--- src/inc/tcs_pkg.sv ---
// tcs_pkg: register map, field positions, reset values and divider taps
// for the six-channel timer clear and clock select block.
// assumes: imported by every design file of the block.
package tcs_pkg;

    // channel population
    localparam int         NCH        = 6;
    localparam logic [5:0] CD_MASK    = 6'h09; // channels with regs C and D
    localparam logic [5:0] PHASE_MASK = 6'h36; // channels with phase mode

    // wishbone map: byte address = {bank, reg, 2'b00}
    localparam logic [2:0] BANK_GLOBAL = 3'h6;
    localparam logic [2:0] REG_CTRL    = 3'h0;
    localparam logic [2:0] REG_MODE    = 3'h1;
    localparam logic [2:0] REG_GRA     = 3'h2;
    localparam logic [2:0] REG_GRD     = 3'h5;
    localparam logic [2:0] REG_CNT     = 3'h6;
    localparam logic [2:0] REG_SYNC    = 3'h0;
    localparam logic [2:0] REG_START   = 3'h1;

    // field positions
    localparam int CLR_MSB    = 7;
    localparam int CLR_LSB    = 5;
    localparam int PSC_MSB    = 2;
    localparam int PSC_LSB    = 0;
    localparam int CTRL_RSVD  = 7;
    localparam int MODE_BUFA  = 0;
    localparam int MODE_BUFB  = 1;
    localparam int MODE_PHASE = 2;

    // reset values
    localparam logic [7:0]  CTRL_RESET = 8'h00;
    localparam logic [7:0]  MODE_RESET = 8'h00;
    localparam logic [15:0] GR_RESET   = 16'hffff;
    localparam logic [15:0] CNT_RESET  = 16'h0000;
    localparam logic [5:0]  BITS_RESET = 6'h00;

    // divider taps: tick k fires when the low DIV_BITS[k] bits are zero
    localparam int PRESC_W = 12;
    localparam int NDIV    = 7;
    localparam int DV_256  = 4;
    localparam int DV_1024 = 5;
    localparam int DV_4096 = 6;
    localparam int DIV_BITS [NDIV] = '{0, 2, 4, 6, 8, 10, 12};

    // counter clear sources
    typedef enum logic [2:0] {
        CLR_NONE  = 3'b000,
        CLR_A     = 3'b001,
        CLR_B     = 3'b010,
        CLR_SYNC  = 3'b011,
        CLR_NONE2 = 3'b100,
        CLR_C     = 3'b101,
        CLR_D     = 3'b110,
        CLR_SYNC2 = 3'b111
    } tcs_clear_type;

endpackage

--- src/hw/tcs_channel.sv ---
// tcs_channel: one 16-bit channel counter with compare match and clear.
// assumes: count pulses come from the top on the same clock, up and down
// never together; registers C and D exist only when HAS_CD is set.
`timescale 1ns/1ps
module tcs_channel
    import tcs_pkg::*;
#(
    parameter bit HAS_CD = 1'b0
) (
    // clock and reset
    input  wire logic        clk,
    input  wire logic        rst_n,
    // count and configuration
    input  wire logic        cnt_up,
    input  wire logic        cnt_dn,
    input  wire logic [2:0]  clr_code,
    input  wire logic        sync_en,
    input  wire logic        sync_any,
    input  wire logic        buf_a,
    input  wire logic        buf_b,
    // software counter write
    input  wire logic        cnt_we,
    input  wire logic [15:0] cnt_wdata,
    // general registers
    input  wire logic [15:0] gr_a,
    input  wire logic [15:0] gr_b,
    input  wire logic [15:0] gr_c,
    input  wire logic [15:0] gr_d,
    // state and events
    output logic      [15:0] counter,
    output logic             src_clear,
    output logic             clr_evt,
    output logic             ovf_evt
);

    logic match_a;
    logic match_b;
    logic match_c;
    logic match_d;
    logic sync_clear;

    ////////////////////////////////////////////////////////////////////////
    // compare match; a buffer register never matches
    assign match_a = (counter == gr_a);
    assign match_b = (counter == gr_b);
    assign match_c = HAS_CD && !buf_a && (counter == gr_c);
    assign match_d = HAS_CD && !buf_b && (counter == gr_d);

    // clear source decode; codes 000, 011, 100 and 111 give no source clear
    always_comb begin
        case (clr_code)
            CLR_A:   src_clear = match_a;
            CLR_B:   src_clear = match_b;
            CLR_C:   src_clear = match_c;
            CLR_D:   src_clear = match_d;
            default: src_clear = 1'b0;
        endcase
    end

    // synchronous clear only for channels enrolled in sync operation
    assign sync_clear = (clr_code[1:0] == 2'b11) && sync_en && sync_any;
    assign clr_evt    = src_clear || sync_clear;

    // wrap events feed a neighbour's count input in the same cycle
    assign ovf_evt = !cnt_we && !clr_evt &&
                     ((cnt_up && counter == 16'hffff) ||
                      (cnt_dn && counter == 16'h0000));

    ////////////////////////////////////////////////////////////////////////
    // counter: software write, then clear, then count
    always_ff @(posedge clk) begin
        if (!rst_n) begin
            counter <= CNT_RESET;
        end else if (cnt_we) begin
            counter <= cnt_wdata;
        end else if (clr_evt) begin
            counter <= 16'h0000;
        end else if (cnt_up) begin
            counter <= counter + 16'h0001;
        end else if (cnt_dn) begin
            counter <= counter - 16'h0001;
        end
    end

    ////////////////////////////////////////////////////////////////////////
    // checks
    clear_on_a_a: assert property (@(posedge clk) disable iff (!rst_n)
        (clr_code == CLR_A && match_a && !cnt_we) |=> counter == 16'h0000)
        else $error("counter not cleared on match A");
    buffer_no_clear_a: assert property (@(posedge clk) disable iff (!rst_n)
        (buf_a && clr_code == CLR_C) |-> !src_clear)
        else $error("buffer register C cleared the counter");
    sync_clear_a: assert property (@(posedge clk) disable iff (!rst_n)
        (clr_code[1:0] == 2'b11 && sync_any && !cnt_we) |=>
        (counter == 16'h0000) == $past(sync_en))
        else $error("sync clear does not follow enrolment");
    clear_cd_a: assert property (@(posedge clk) disable iff (!rst_n)
        (HAS_CD && clr_code == CLR_D && !buf_b && counter == gr_d &&
         !cnt_we) |=> counter == 16'h0000)
        else $error("counter not cleared on match D");

endmodule

--- src/hw/tcs_timer.sv ---
// tcs_timer: six-channel timer, clear source and count clock selection,
// with a classic wishbone register slave.
// assumes: one 40 MHz clock, synchronous active-low reset, clock pins
// asynchronous to it and slower than half its rate.
// Operation
// - channels 1,2,4,5 clear codes: none, match A, match B, sync clear.
// - control bit 7 on channels 1,2,4,5 reads zero and ignores writes.
// - sync clear acts only when the channel's sync enable bit is one.
// - registers C or D used as buffers never match nor clear.
// - prescale codes 000 to 011 count on clock divided by 1,4,16,64.
// - channel 0 codes 100 to 111 count on clock pins A,B,C,D.
// - channel 1 codes: pin A, pin B, clock/256, channel 2 wrap.
// - phase counting on channels 1,2,4,5 overrides the prescale selection.
// - channel 2 codes: pins A,B,C then clock divided by 1024.
// - channel 3 codes: pin A, then clock divided by 1024,256,4096.
// - channel 4 codes: pin A, pin C, clock/1024, channel 5 wrap.
// - channel 5 codes: pin A, pin C, clock/256, pin D; phase overrides.
// - channels 0,3 add clear on C or D; 100 none, 111 sync clear.
//
// Implementation choices: the Wishbone slave port and the register addresses.
`timescale 1ns/1ps
module tcs_timer
    import tcs_pkg::*;
(
    // clock and reset
    input  wire logic        CLK_SYS,
    input  wire logic        RESET_N,
    // wishbone slave
    input  wire logic        WB_CYC_I,
    input  wire logic        WB_STB_I,
    input  wire logic        WB_WE_I,
    input  wire logic [7:0]  WB_ADR_I,
    input  wire logic [3:0]  WB_SEL_I,
    input  wire logic [31:0] WB_DAT_I,
    output logic      [31:0] WB_DAT_O,
    output logic             WB_ACK_O,
    // external clock pins
    input  wire logic        EXT_CLOCK_IN_A,
    input  wire logic        EXT_CLOCK_IN_B,
    input  wire logic        EXT_CLOCK_IN_C,
    input  wire logic        EXT_CLOCK_IN_D,
    // counter wrap events, one-cycle pulses
    output logic      [5:0]  COUNTER_WRAP
);

    logic [7:0]         ctrl     [NCH];
    logic [7:0]         mode     [NCH];
    logic [15:0]        gr       [NCH][4];
    logic [5:0]         sync_sel;
    logic [5:0]         start;
    logic [PRESC_W-1:0] presc;
    logic [NDIV-1:0]    div;
    logic [3:0]         ext_s1;
    logic [3:0]         ext_s2;
    logic [3:0]         ext_s3;
    logic [3:0]         ext_rise;
    logic [15:0]        cnt      [NCH];
    logic [5:0]         src_clear;
    logic [5:0]         clr_evt;
    logic [5:0]         ovf_evt;
    logic [5:0]         cnt_up;
    logic [5:0]         cnt_dn;
    logic [5:0]         cnt_we;
    logic [15:0]        cnt_wdata;
    logic [2:0]         bank;
    logic [2:0]         reg_sel;
    logic               bank_ch;
    int                 chi;
    logic               req;
    logic               wr_fire;
    logic [31:0]        rd_data;

    ////////////////////////////////////////////////////////////////////////
    // helpers

    // merge a 16-bit register with the enabled byte lanes of a write
    function automatic logic [15:0] merge16(input logic [15:0] old,
                                            input logic [31:0] wd,
                                            input logic [3:0]  sel);
        merge16 = {sel[1] ? wd[15:8] : old[15:8],
                   sel[0] ? wd[7:0]  : old[7:0]};
    endfunction

    // count clock selected by a channel's prescale field
    function automatic logic pick_tick(input int ch,
                                       input logic [2:0] psc,
                                       input logic [NDIV-1:0] dv,
                                       input logic [3:0] ex,
                                       input logic ovf2,
                                       input logic ovf5);
        pick_tick = 1'b0;
        if (!psc[2]) begin
            pick_tick = dv[psc[1:0]];
        end else begin
            case (ch)
                0: pick_tick = ex[psc[1:0]];
                1: case (psc[1:0])
                    2'b00:   pick_tick = ex[0];
                    2'b01:   pick_tick = ex[1];
                    2'b10:   pick_tick = dv[DV_256];
                    default: pick_tick = ovf2;
                endcase
                2: pick_tick = (psc[1:0] == 2'b11) ? dv[DV_1024]
                                                    : ex[psc[1:0]];
                3: case (psc[1:0])
                    2'b00:   pick_tick = ex[0];
                    2'b01:   pick_tick = dv[DV_1024];
                    2'b10:   pick_tick = dv[DV_256];
                    default: pick_tick = dv[DV_4096];
                endcase
                4: case (psc[1:0])
                    2'b00:   pick_tick = ex[0];
                    2'b01:   pick_tick = ex[2];
                    2'b10:   pick_tick = dv[DV_1024];
                    default: pick_tick = ovf5;
                endcase
                default: case (psc[1:0])
                    2'b00:   pick_tick = ex[0];
                    2'b01:   pick_tick = ex[2];
                    2'b10:   pick_tick = dv[DV_256];
                    default: pick_tick = ex[3];
                endcase
            endcase
        end
    endfunction

    ////////////////////////////////////////////////////////////////////////
    // prescaler: free-running, each tap is a one-cycle enable
    always_ff @(posedge CLK_SYS) begin
        if (!RESET_N) begin
            presc <= '0;
        end else begin
            presc <= presc + PRESC_W'(1);
        end
    end

    always_comb begin
        for (int k = 0; k < NDIV; k++) begin
            div[k] = ~|(presc & PRESC_W'((1 << DIV_BITS[k]) - 1));
        end
    end

    // clock pins: two flops, then a third only for edge detection
    always_ff @(posedge CLK_SYS) begin
        if (!RESET_N) begin
            ext_s1 <= 4'h0;
            ext_s2 <= 4'h0;
            ext_s3 <= 4'h0;
        end else begin
            ext_s1 <= {EXT_CLOCK_IN_D, EXT_CLOCK_IN_C,
                       EXT_CLOCK_IN_B, EXT_CLOCK_IN_A};
            ext_s2 <= ext_s1;
            ext_s3 <= ext_s2;
        end
    end
    assign ext_rise = ext_s2 & ~ext_s3;

    ////////////////////////////////////////////////////////////////////////
    // count pulses; phase mode counts phase A rises, direction from phase B
    // (channels 1,5 use pins A/B, channels 2,4 use pins C/D)
    always_comb begin
        for (int c = 0; c < NCH; c++) begin
            logic ph_rise;
            logic ph_dir;
            ph_rise = (c == 2 || c == 4) ? ext_rise[2] : ext_rise[0];
            ph_dir  = (c == 2 || c == 4) ? ext_s2[3]   : ext_s2[1];
            if (PHASE_MASK[c] && mode[c][MODE_PHASE]) begin
                cnt_up[c] = start[c] && ph_rise && !ph_dir;
                cnt_dn[c] = start[c] && ph_rise && ph_dir;
            end else begin
                cnt_up[c] = start[c] &&
                            pick_tick(c, ctrl[c][PSC_MSB:PSC_LSB], div,
                                      ext_rise, ovf_evt[2], ovf_evt[5]);
                cnt_dn[c] = 1'b0;
            end
        end
    end

    // channels; a sync clear source must not itself select sync clearing
    genvar g;
    generate
        for (g = 0; g < NCH; g++) begin : gen_ch
            tcs_channel #(.HAS_CD(CD_MASK[g])) u_ch (
                .clk       (CLK_SYS),
                .rst_n     (RESET_N),
                .cnt_up    (cnt_up[g]),
                .cnt_dn    (cnt_dn[g]),
                .clr_code  (ctrl[g][CLR_MSB:CLR_LSB]),
                .sync_en   (sync_sel[g]),
                .sync_any  (|(sync_sel & src_clear)),
                .buf_a     (mode[g][MODE_BUFA]),
                .buf_b     (mode[g][MODE_BUFB]),
                .cnt_we    (cnt_we[g]),
                .cnt_wdata (cnt_wdata),
                .gr_a      (gr[g][0]),
                .gr_b      (gr[g][1]),
                .gr_c      (gr[g][2]),
                .gr_d      (gr[g][3]),
                .counter   (cnt[g]),
                .src_clear (src_clear[g]),
                .clr_evt   (clr_evt[g]),
                .ovf_evt   (ovf_evt[g])
            );
        end
    endgenerate

    ////////////////////////////////////////////////////////////////////////
    // wishbone decode: ack one cycle after the request, write on ack edge
    assign bank    = WB_ADR_I[7:5];
    assign reg_sel = WB_ADR_I[4:2];
    assign bank_ch = (bank < 3'(NCH));
    assign chi     = bank_ch ? int'(bank) : 0;
    assign req     = WB_CYC_I && WB_STB_I && !WB_ACK_O;
    assign wr_fire = WB_CYC_I && WB_STB_I && WB_WE_I && WB_ACK_O;

    always_comb begin
        for (int c = 0; c < NCH; c++) begin
            cnt_we[c] = wr_fire && bank_ch && chi == c && reg_sel == REG_CNT
                        && |WB_SEL_I[1:0];
        end
    end
    assign cnt_wdata = merge16(cnt[chi], WB_DAT_I, WB_SEL_I);

    // register writes; absent bits are never stored
    always_ff @(posedge CLK_SYS) begin
        if (!RESET_N) begin
            for (int c = 0; c < NCH; c++) begin
                ctrl[c] <= CTRL_RESET;
                mode[c] <= MODE_RESET;
                for (int k = 0; k < 4; k++) begin
                    gr[c][k] <= GR_RESET;
                end
            end
            sync_sel <= BITS_RESET;
            start    <= BITS_RESET;
        end else if (wr_fire && bank_ch) begin
            if (reg_sel == REG_CTRL && WB_SEL_I[0]) begin
                ctrl[chi] <= WB_DAT_I[7:0];
                if (!CD_MASK[chi]) begin
                    ctrl[chi][CTRL_RSVD] <= 1'b0;
                end
            end else if (reg_sel == REG_MODE && WB_SEL_I[0]) begin
                mode[chi] <= 8'h00;
                mode[chi][MODE_BUFA]  <= CD_MASK[chi] && WB_DAT_I[MODE_BUFA];
                mode[chi][MODE_BUFB]  <= CD_MASK[chi] && WB_DAT_I[MODE_BUFB];
                mode[chi][MODE_PHASE] <= PHASE_MASK[chi] &&
                                         WB_DAT_I[MODE_PHASE];
            end else if (reg_sel >= REG_GRA && reg_sel <= REG_GRD &&
                         (CD_MASK[chi] || reg_sel < REG_GRA + 3'h2)) begin
                gr[chi][2'(reg_sel - REG_GRA)] <=
                    merge16(gr[chi][2'(reg_sel - REG_GRA)], WB_DAT_I,
                            WB_SEL_I);
            end
        end else if (wr_fire && bank == BANK_GLOBAL && WB_SEL_I[0]) begin
            if (reg_sel == REG_SYNC) begin
                sync_sel <= WB_DAT_I[5:0];
            end else if (reg_sel == REG_START) begin
                start <= WB_DAT_I[5:0];
            end
        end
    end

    // read mux; unmapped words read zero and still get an ack
    always_comb begin
        rd_data = 32'h0000_0000;
        if (bank_ch) begin
            case (reg_sel)
                REG_CTRL: rd_data[7:0] = ctrl[chi];
                REG_MODE: rd_data[7:0] = mode[chi];
                REG_CNT:  rd_data[15:0] = cnt[chi];
                default: begin
                    if (reg_sel >= REG_GRA && reg_sel <= REG_GRD &&
                        (CD_MASK[chi] || reg_sel < REG_GRA + 3'h2)) begin
                        rd_data[15:0] = gr[chi][2'(reg_sel - REG_GRA)];
                    end
                end
            endcase
        end else if (bank == BANK_GLOBAL) begin
            if (reg_sel == REG_SYNC) begin
                rd_data[5:0] = sync_sel;
            end else if (reg_sel == REG_START) begin
                rd_data[5:0] = start;
            end
        end
    end

    // bus answer and wrap outputs, all registered
    always_ff @(posedge CLK_SYS) begin
        if (!RESET_N) begin
            WB_ACK_O     <= 1'b0;
            WB_DAT_O     <= 32'h0000_0000;
            COUNTER_WRAP <= 6'h00;
        end else begin
            WB_ACK_O     <= req;
            WB_DAT_O     <= req ? rd_data : 32'h0000_0000;
            COUNTER_WRAP <= ovf_evt;
        end
    end

    ////////////////////////////////////////////////////////////////////////
    // checks
    ack_single_a: assert property (@(posedge CLK_SYS) disable iff (!RESET_N)
        WB_ACK_O |=> !WB_ACK_O)
        else $error("ack held for more than one cycle");
    reserved_bit_a: assert property (@(posedge CLK_SYS)
        disable iff (!RESET_N)
        ctrl[1][CTRL_RSVD] == 1'b0 && ctrl[5][CTRL_RSVD] == 1'b0)
        else $error("reserved control bit stored a one");
    div4_spacing_a: assert property (@(posedge CLK_SYS)
        disable iff (!RESET_N)
        div[1] |=> !div[1] [*3] ##1 div[1])
        else $error("divide by 4 tick spacing wrong");
    ext_a_count_a: assert property (@(posedge CLK_SYS)
        disable iff (!RESET_N)
        (start[0] && ctrl[0][PSC_MSB:PSC_LSB] == 3'b100 && ext_rise[0] &&
         !clr_evt[0] && !cnt_we[0]) |=> cnt[0] == $past(cnt[0]) + 16'h0001)
        else $error("channel 0 missed a pin A edge");
    neighbour_wrap_a: assert property (@(posedge CLK_SYS)
        disable iff (!RESET_N)
        (start[1] && !mode[1][MODE_PHASE] &&
         ctrl[1][PSC_MSB:PSC_LSB] == 3'b111 && ovf_evt[2] &&
         !clr_evt[1] && !cnt_we[1]) |=> cnt[1] == $past(cnt[1]) + 16'h0001)
        else $error("channel 1 missed a channel 2 wrap");
    phase_override_a: assert property (@(posedge CLK_SYS)
        disable iff (!RESET_N)
        (mode[1][MODE_PHASE] && !ext_rise[0]) |-> !cnt_up[1] && !cnt_dn[1])
        else $error("phase mode counted off the prescaler");
    div4096_only_a: assert property (@(posedge CLK_SYS)
        disable iff (!RESET_N)
        (ctrl[3][PSC_MSB:PSC_LSB] == 3'b111 && cnt_up[3]) |->
        presc == '0)
        else $error("channel 3 counted off the 4096 tap");
    ch2_div1024_a: assert property (@(posedge CLK_SYS)
        disable iff (!RESET_N)
        (start[2] && !mode[2][MODE_PHASE] &&
         ctrl[2][PSC_MSB:PSC_LSB] == 3'b111) |->
        cnt_up[2] == div[DV_1024])
        else $error("channel 2 not on the 1024 tap");

endmodule

--- config.mk ---
export PLATFORM = sky130hd
export DESIGN_NAME = tcs_timer
export DESIGN_NICKNAME = d
export VERILOG_FILES = /design/src/inc/tcs_pkg.sv /design/src/hw/tcs_channel.sv /design/src/hw/tcs_timer.sv
export SDC_FILE = /design/constraint.sdc
export NUM_CORES = 2
export LEC_CHECK = 0
export BUFFER_PORTS_ARGS = -buffer_cell sky130_fd_sc_hd__buf_2
export CAP_MARGIN = 20
export CORE_AREA = 2 2 327 329
export DETAILED_ROUTE_END_ITERATION = 10
export DIE_AREA = 0 0 329 331
export SLEW_MARGIN = 20
export SYNTH_ARGS = -nofsm -noshare
export SYNTH_HDL_FRONTEND = slang
export SYNTH_SLANG_ARGS = --single-unit
--- constraint.sdc ---
create_clock -name CLK_SYS -period 12.7 [get_ports CLK_SYS]
set_clock_uncertainty 0.15 [all_clocks]
set_input_delay 0.635 -clock CLK_SYS [delete_from_list [all_inputs] [get_ports CLK_SYS]]
set_output_delay 0.635 -clock CLK_SYS [all_outputs]
set_load 0.03 [all_outputs]
# [Yosys cells after proc, flatten, opt, wreduce, memory -nomap -nowiden]
# Memory sizes are Yosys's and may differ from the RTL's.
# Cells that the tools add are included.
[classes] magnitude_cmp=16 n_addsub=12 muxes=125 n_reduce_logical=157 eq_ne=61 n_bitwise=11
[ops] operator="2-to-1 mux 16 bit" n=28
[ops] operator="equality test 16 bit" n=16
[ops] operator="2-to-1 mux 64 bit" n=3
[ops] operator="adder 16 x 1 -> 16 bit (second input constant)" n=6
[ops] operator="equality test 16 bit (second input constant)" n=6
[ops] operator="logical AND 1 bit" n=89
[ops] operator="zero test 16 bit" n=4
[ops] operator="OR reduction 64 bit" n=1
[ops] operator="subtractor 16 x 1 -> 16 bit (second input constant)" n=4
[ops] operator="2-to-1 mux 1 bit" n=55
[ops] operator="binary-select mux 16 bit (select 3 bit)" n=1
[ops] operator="2-to-1 mux 8 bit" n=5
[ops] operator="binary-select mux 16 bit (select 2 bit)" n=1
[ops] operator="demux 16 bit (select 2 bit)" n=1
[ops] operator=">= comparator 32 x 4 -> 1 bit (second input constant)" n=1
[ops] operator="zero test 32 bit" n=1
[ops] operator="inverter 3 -> 32 bit" n=1
[ops] operator="zero test 1 bit" n=25
[ops] operator="equality test 3 x 1 -> 1 bit (second input constant)" n=8
[ops] operator="equality test 3 x 2 -> 1 bit (second input constant)" n=8
[ops] operator="equality test 3 bit (second input constant)" n=8
[ops] operator="less-than comparator 2 x 4 -> 1 bit (second input constant)" n=6
[ops] operator="2-to-1 mux 6 bit" n=4
[ops] operator="case mux 8 bit (3 select lines)" n=1
[ops] operator="39 further kinds" n=99
[totals] rom_bits=16 mem_bits_rw=450 inputBits=53 regBits=171 mem_count=5 output_inout_bits=39
[mem_list] name="gr" depth=6 word_bits=64 read_ports=7 rd_ports_with_merged_regs=0 wr=6 line="tcs_timer.sv:48" rtl="logic [15:0] gr [NCH][4];"
[mem_list] name="ctrl" depth=6 word_bits=8 read_ports=7 rd_ports_with_merged_regs=0 wr=6 line="tcs_timer.sv:46" rtl="logic [7:0] ctrl [NCH];"
[mem_list] name="mode" depth=6 word_bits=3 read_ports=7 rd_ports_with_merged_regs=0 wr=6 line="tcs_timer.sv:47" rtl="logic [7:0] mode [NCH];"
[mem_list] name="(name not given)" depth=8 word_bits=1 read_ports=1 rd_ports_with_merged_regs=0 wr=0 line="tcs_timer.sv:273" rtl="(CD_MASK[chi] || reg_sel < REG_GRA + 3'h2)) begin"
[mem_list] name="(name not given)" depth=8 word_bits=1 read_ports=1 rd_ports_with_merged_regs=0 wr=0 line="tcs_timer.sv:246" rtl="mode[chi][MODE_PHASE] <= PHASE_MASK[chi] &&"

# [Longest topological paths before layout]
[depth] word_depth=20 mapped_depth=29

# [By module]
# A second synthesis with hierarchy kept.
[hier_totals] hier_cells=4203 area_unflattened_um2=42944.9
[modules_own_cells] mod="tcs_timer" area_per_inst_um2=29877.4 cells_per_inst=2467 n_inst=1 seq_area_each_um2=19198.4
[modules_own_cells] mod="tcs_channel at gen_ch[1].u_ch ..." area_per_inst_um2=2014.4 cells_per_inst=267 n_inst=2 seq_area_each_um2=320.3
[modules_own_cells] mod="tcs_channel at gen_ch[4].u_ch ..." area_per_inst_um2=2005.7 cells_per_inst=271 n_inst=2 seq_area_each_um2=320.3
[modules_own_cells] mod="tcs_channel at gen_ch[3].u_ch" area_per_inst_um2=2537.4 cells_per_inst=331 n_inst=1 seq_area_each_um2=320.3
[modules_own_cells] mod="tcs_channel at gen_ch[0].u_ch" area_per_inst_um2=2489.9 cells_per_inst=329 n_inst=1 seq_area_each_um2=320.3

# [Least setup slack after synthesis]
# No wires, ideal clock.
[synth_timing] kind="input-to-reg" from="in WB_ADR_I[6]" to="reg gen_ch[1].u_ch.counter[15]" t_arrival_ns=6.902 setup_slack_ns=5.527 setup_time_ns=0.122 cell_stages=28 cell_sequence="ha_1 nand2b_1 buf_2 buf_1 clkbuf_1 buf_1 clkbuf_1 clkbuf_1 ha_1 and3_1 buf_1 a41oi_1 nand4_1 o21ai_2 buf_2 nor2_1 ha_1 a211o_1 a21oi_1 o31ai_1 a211oi_1 o21ai_0 a21o_1 a211o_1 a21oi_1 xnor2_1 xor2_1 o311a_1"
[synth_via] elab_chain_cells=17
[synth_rtl] item="from (decl)" line="tcs_timer.sv:32" rtl="input wire logic [7:0] WB_ADR_I,"
[synth_rtl] item="less-than comparator 3 bit" line="tcs_timer.sv:211" rtl="assign bank_ch = (bank < 3'(NCH));"
[synth_rtl] item="2-to-1 mux 3 bit" line="tcs_timer.sv:212" rtl="assign chi = bank_ch ? int'(bank) : 0;"
[synth_rtl] item="equality test 3 x 2 -> 1 bit" line="tcs_timer.sv:218" rtl="cnt_we[c] = wr_fire && bank_ch && chi == c && reg_sel == REG_CNT"
[synth_rtl] item="logical AND 1 bit (2 in a row)" line="tcs_timer.sv:218"
[synth_rtl] item="logical AND 1 bit" line="tcs_timer.sv:219" rtl="&& |WB_SEL_I[1:0];"
[synth_rtl] item="zero test 1 bit" line="tcs_channel.sv:65" rtl="assign ovf_evt = !cnt_we && !clr_evt &&"
[synth_rtl] item="logical AND 1 bit (2 in a row)" line="tcs_channel.sv:65"
[synth_rtl] item="case mux 1 bit (3 select lines)" line="tcs_timer.sv:97" rtl="1: case (psc[1:0])"
[synth_rtl] item="2-to-1 mux 1 bit" line="tcs_timer.sv:92" rtl="if (!psc[2]) begin"
[synth_rtl] item="2-to-1 mux 1 bit" line="tcs_timer.sv:167" rtl="if (PHASE_MASK[c] && mode[c][MODE_PHASE]) begin"
[synth_rtl] item="logical AND 1 bit" line="tcs_timer.sv:171" rtl="cnt_up[c] = start[c] &&"
[synth_rtl] item="2-to-1 mux 1 bit" line="tcs_timer.sv:167"
[synth_rtl] item="2-to-1 mux 16 bit" line="tcs_channel.sv:78" rtl="end else if (cnt_up) begin"
[synth_rtl] item="2-to-1 mux 16 bit" line="tcs_channel.sv:76" rtl="end else if (clr_evt) begin"
[synth_rtl] item="2-to-1 mux 16 bit" line="tcs_channel.sv:74" rtl="end else if (cnt_we) begin"
[synth_rtl] item="to (signal assigned)" line="tcs_channel.sv:75" rtl="counter <= cnt_wdata;"
[synth_rtl] item="to (signal assigned)" line="tcs_channel.sv:79" rtl="counter <= counter + 16'h0001;"
[synth_rtl] item="to (signal assigned)" line="tcs_channel.sv:81" rtl="counter <= counter - 16'h0001;"
[synth_rtl] item="to (decl)" line="tcs_channel.sv:30" rtl="output logic [15:0] counter,"
# Parallel ways exist; a longest one is shown, timed or not. The select of a mux whose other input is x is not followed.
# A chain may end at the register's enable or synchronous reset.

==> impl_results.md <==
* Outcome: finished clean
* Port bufs at 55
* Die Y at 331 um
* DRT Wirelength at 169 mm
* MaxCap Viol Count at 0
* Iter 0 DRT Violations at 4786
* Mapped Area at 0.0419 mm^2
* Num Clock Sinks at 755
* Synthesis-to-finish area growth at 12.0%
* CTS root buf: clkbuf_16
* Clk pin slew, worst setup/hold paths at 0.06 ns
* Post-synthesis cell count at 3878
* Worst r2r src: ctrl[3][6]
* Via Count at 34043
* Most frequent cells in the layout: nand2_1 (652), edfxtp_1 (600), nor2_1 (210)
* Worst min path class: input pin to register
* Row Count at 119
* CP arrival at 8.31 ns
* Setup violations, final at 0
* Nets at 4065
* Setup_tns at 0 ns
* First-pass GRT wire length at 237 mm
* Die ar. at 0.109 mm^2
* Initial antenna violation count at 13
* GRT overflow at 0
* GRT Overall Usage at 30.6%
* Worst setup SP type: register
* Hold path start: EXT_CLOCK_IN_A
* WS Path Type: register to register
* Synth warn at 0
* Unrepaired setup endpoints after global routing: no
* GP Congestion at 1.03
* Synth cell types at 103
* Die Wd at 329 um
* Max-Slew Margin vs Limit at 22.7%
* Via density at 6.30
* Clock latency at the later pin of the worst-skew pair at 0.70 ns
* Io pins at 92
* Number of flops mapped to enable cells by yosys at 600
* FFs w/ async S/R, synth at 0%
* Layout cells sized above 1 at 13.8%
* Peak supply drop at 0.108 mV
* Main synth FF type: edfxtp_1
* Pin count of the biggest net entering global routing at 80
* H-tree levels at 3
* Max clock buf depth at 3
* DRC errors left at 0
* Commonest non-fill, non-tap cell in the layout: nand2_1
* Antenna Nets Post-Route at 0
* Slew @ Worst Pin at 1.15 ns
* Total CTS buffers at 85
* Minimum clock period at 7.88 ns
* Worst setup EP type: register
* CP Launch Point: ctrl[3][6]
* Slew Viols, Final at 0
* Final hold violation count at 0
* Yosys reg bits at 755
* Syn Area/Cell at 10.8 um^2
* WP data required at 13.13 ns
* Core box area at 0.105 mm^2
* Pwr per Cell Area at 120 mW/mm^2
* Max Freq at 0.127 GHz
* Worst Path Max Fanout at 21
* Starting Density at 39.9%
* CTS tree: built
* Post-route clock period utilization at 62.0%
* Vias in the first global route at 31728
* Dpl cell area at 0.0441 mm^2
* DR pass1 iterations at 6
* Hold depth at 2
* Avg WL per Cell at 31.2 um
* Seq/Total Area, Yosys at 50.4%
* Leak pwr at 15.2 nW
* R2R depth at 21
* HPWL after DPL at 119 mm
* Design area at 0.0470 mm^2
## synthesized netlist by cell type, types with 45 or more instances
cell	instances	area, um^2
o21ai_0	130	651
ha_1	69	863
nor2b_1	56	350
mux2i_1	99	991
mux4_2	149	3360
nand3_1	78	390
nor3_1	100	500
nand2_1	652	2450
edfxtp_1	600	18000
xnor2_1	68	596
a211oi_1	54	405
nand2b_1	45	282
nor2_1	226	848
clkbuf_1	169	634
xor2_1	131	1150
nand4_1	50	313
dfxtp_1	155	3100
inv_1	136	510
buf_2	67	335
a21oi_1	177	886
## cells by family (layout without fill, tap and decap cells)
family,after synthesis,after routing,synth area share [%]
AOI/OAI and AO/OA,732,732,12.2
xor gates and xnor gates,199,199,4.16
adders and majority gates,73,73,2.25
buffers and inverters,428,476,4.34
DFF,755,755,50.4
muxes,253,253,10.5
other,1,86,0.00894
and+or+nand+nor,1437,1437,16.2
## metal layers
| metal | track usage, % | wire (um) | up-vias |
|---|---|---|---|
| met1 | 41.3 | 65300 | 16847 |
| li1 | - | - | 14455 |
| met2 | 45.0 | 71400 | 2274 |
| met3 | 8.00 | 20700 | 461 |
| met5 | 0 | 42 | - |
| met4 | 17.0 | 11300 | 6 |
## final timing paths
| kind | to | slack [ns] |
|---|---|---|
| worst max-delay path | gen_ch[4].u_ch.counter[14] | 4.82 |
| worst min-delay path | ext_s1[0] | 0.02 |
| worst max register to register | gen_ch[4].u_ch.counter[14] | 4.82 |
| worst min register to register | ext_s2[2] | 0.28 |
## flip-flops by register name (all words and copies together) (netlist names)
signal               cells
COUNTER_WRAP             6
sync_sel                 6
ext_s3                   4
mode                    24
start                    6
gen_ch.u_ch.counter     96
ext_s1                   4
WB_DAT_O                16
ext_s2                   4
presc                   12
WB_ACK_O                 1
gr                     512
ctrl                    64
## power by group
part           switching, mW  total (mW)  internal [mW]
Sequential            0.0196        2.71           2.69
Clock                   1.08        2.47           1.39
Combinational          0.324       0.432          0.108
## what timing repair did
| action | 4_1_cts | 5_1_grt |
|---|---|---|
| endpoints found under the hold margin | 2 | 0 |
| setup buffers | 0 | 0 |
| hold buffers | 2 | 0 |
| resized for setup | 0 | 0 |
## worst max-delay path, stage by stage, from the launching register on
cell and delay, ns:
edfxtp_1 0.89, nand4bb_1 0.58, nor3b_1 0.15, a31oi_1 0.58, o221ai_1 0.30, a2111oi_4 0.37
buf_4 0.33, o2111ai_1 0.20, a21oi_2 0.81, inv_1 0.58, fa_1 0.58, a211oi_1 0.25
o21bai_1 0.15, a2111o_1 0.42, o211ai_1 0.15, o21a_1 0.21, o21ai_0 0.17, a21o_1 0.22
a21oi_1 0.17, xor2_1 0.16, o22ai_1 0.09, o211a_1 0.23
## metrics by stage
step | worst slack [ns] | std cells | util (%) | hold WS [ns] | power [mW]
2_1_floorplan | 5.53 | 3960 | - | 0.262 | 2.99
3_3_place_gp | 5.11 | 5241 | 42.0 | 0.272 | 3.18
3_5_place_dp | 5.05 | 5241 | 42.0 | 0.271 | 3.18
4_1_cts | 5.00 | 5399 | 44.7 | 0.00105 | 5.61
5_1_grt | 4.53 | 5399 | 44.7 | 0.00852 | 5.74
6_report | 4.82 | 5402 | 44.7 | 0.0212 | 5.61
## final cells by class
class / instances / area [um^2]
inverters: 142 / 541
flip-flops and latches: 755 / 21100
diodes: 3 / 7.51
fillers: 9782 / 58000
clock buffers: 109 / 2300
clock inverters: 47 / 475
repair buffers: 178 / 1210
multi-input cells: 2777 / 19600
well taps: 1391 / 1740
No activity file was read; power rests on OpenSTA's default activity.
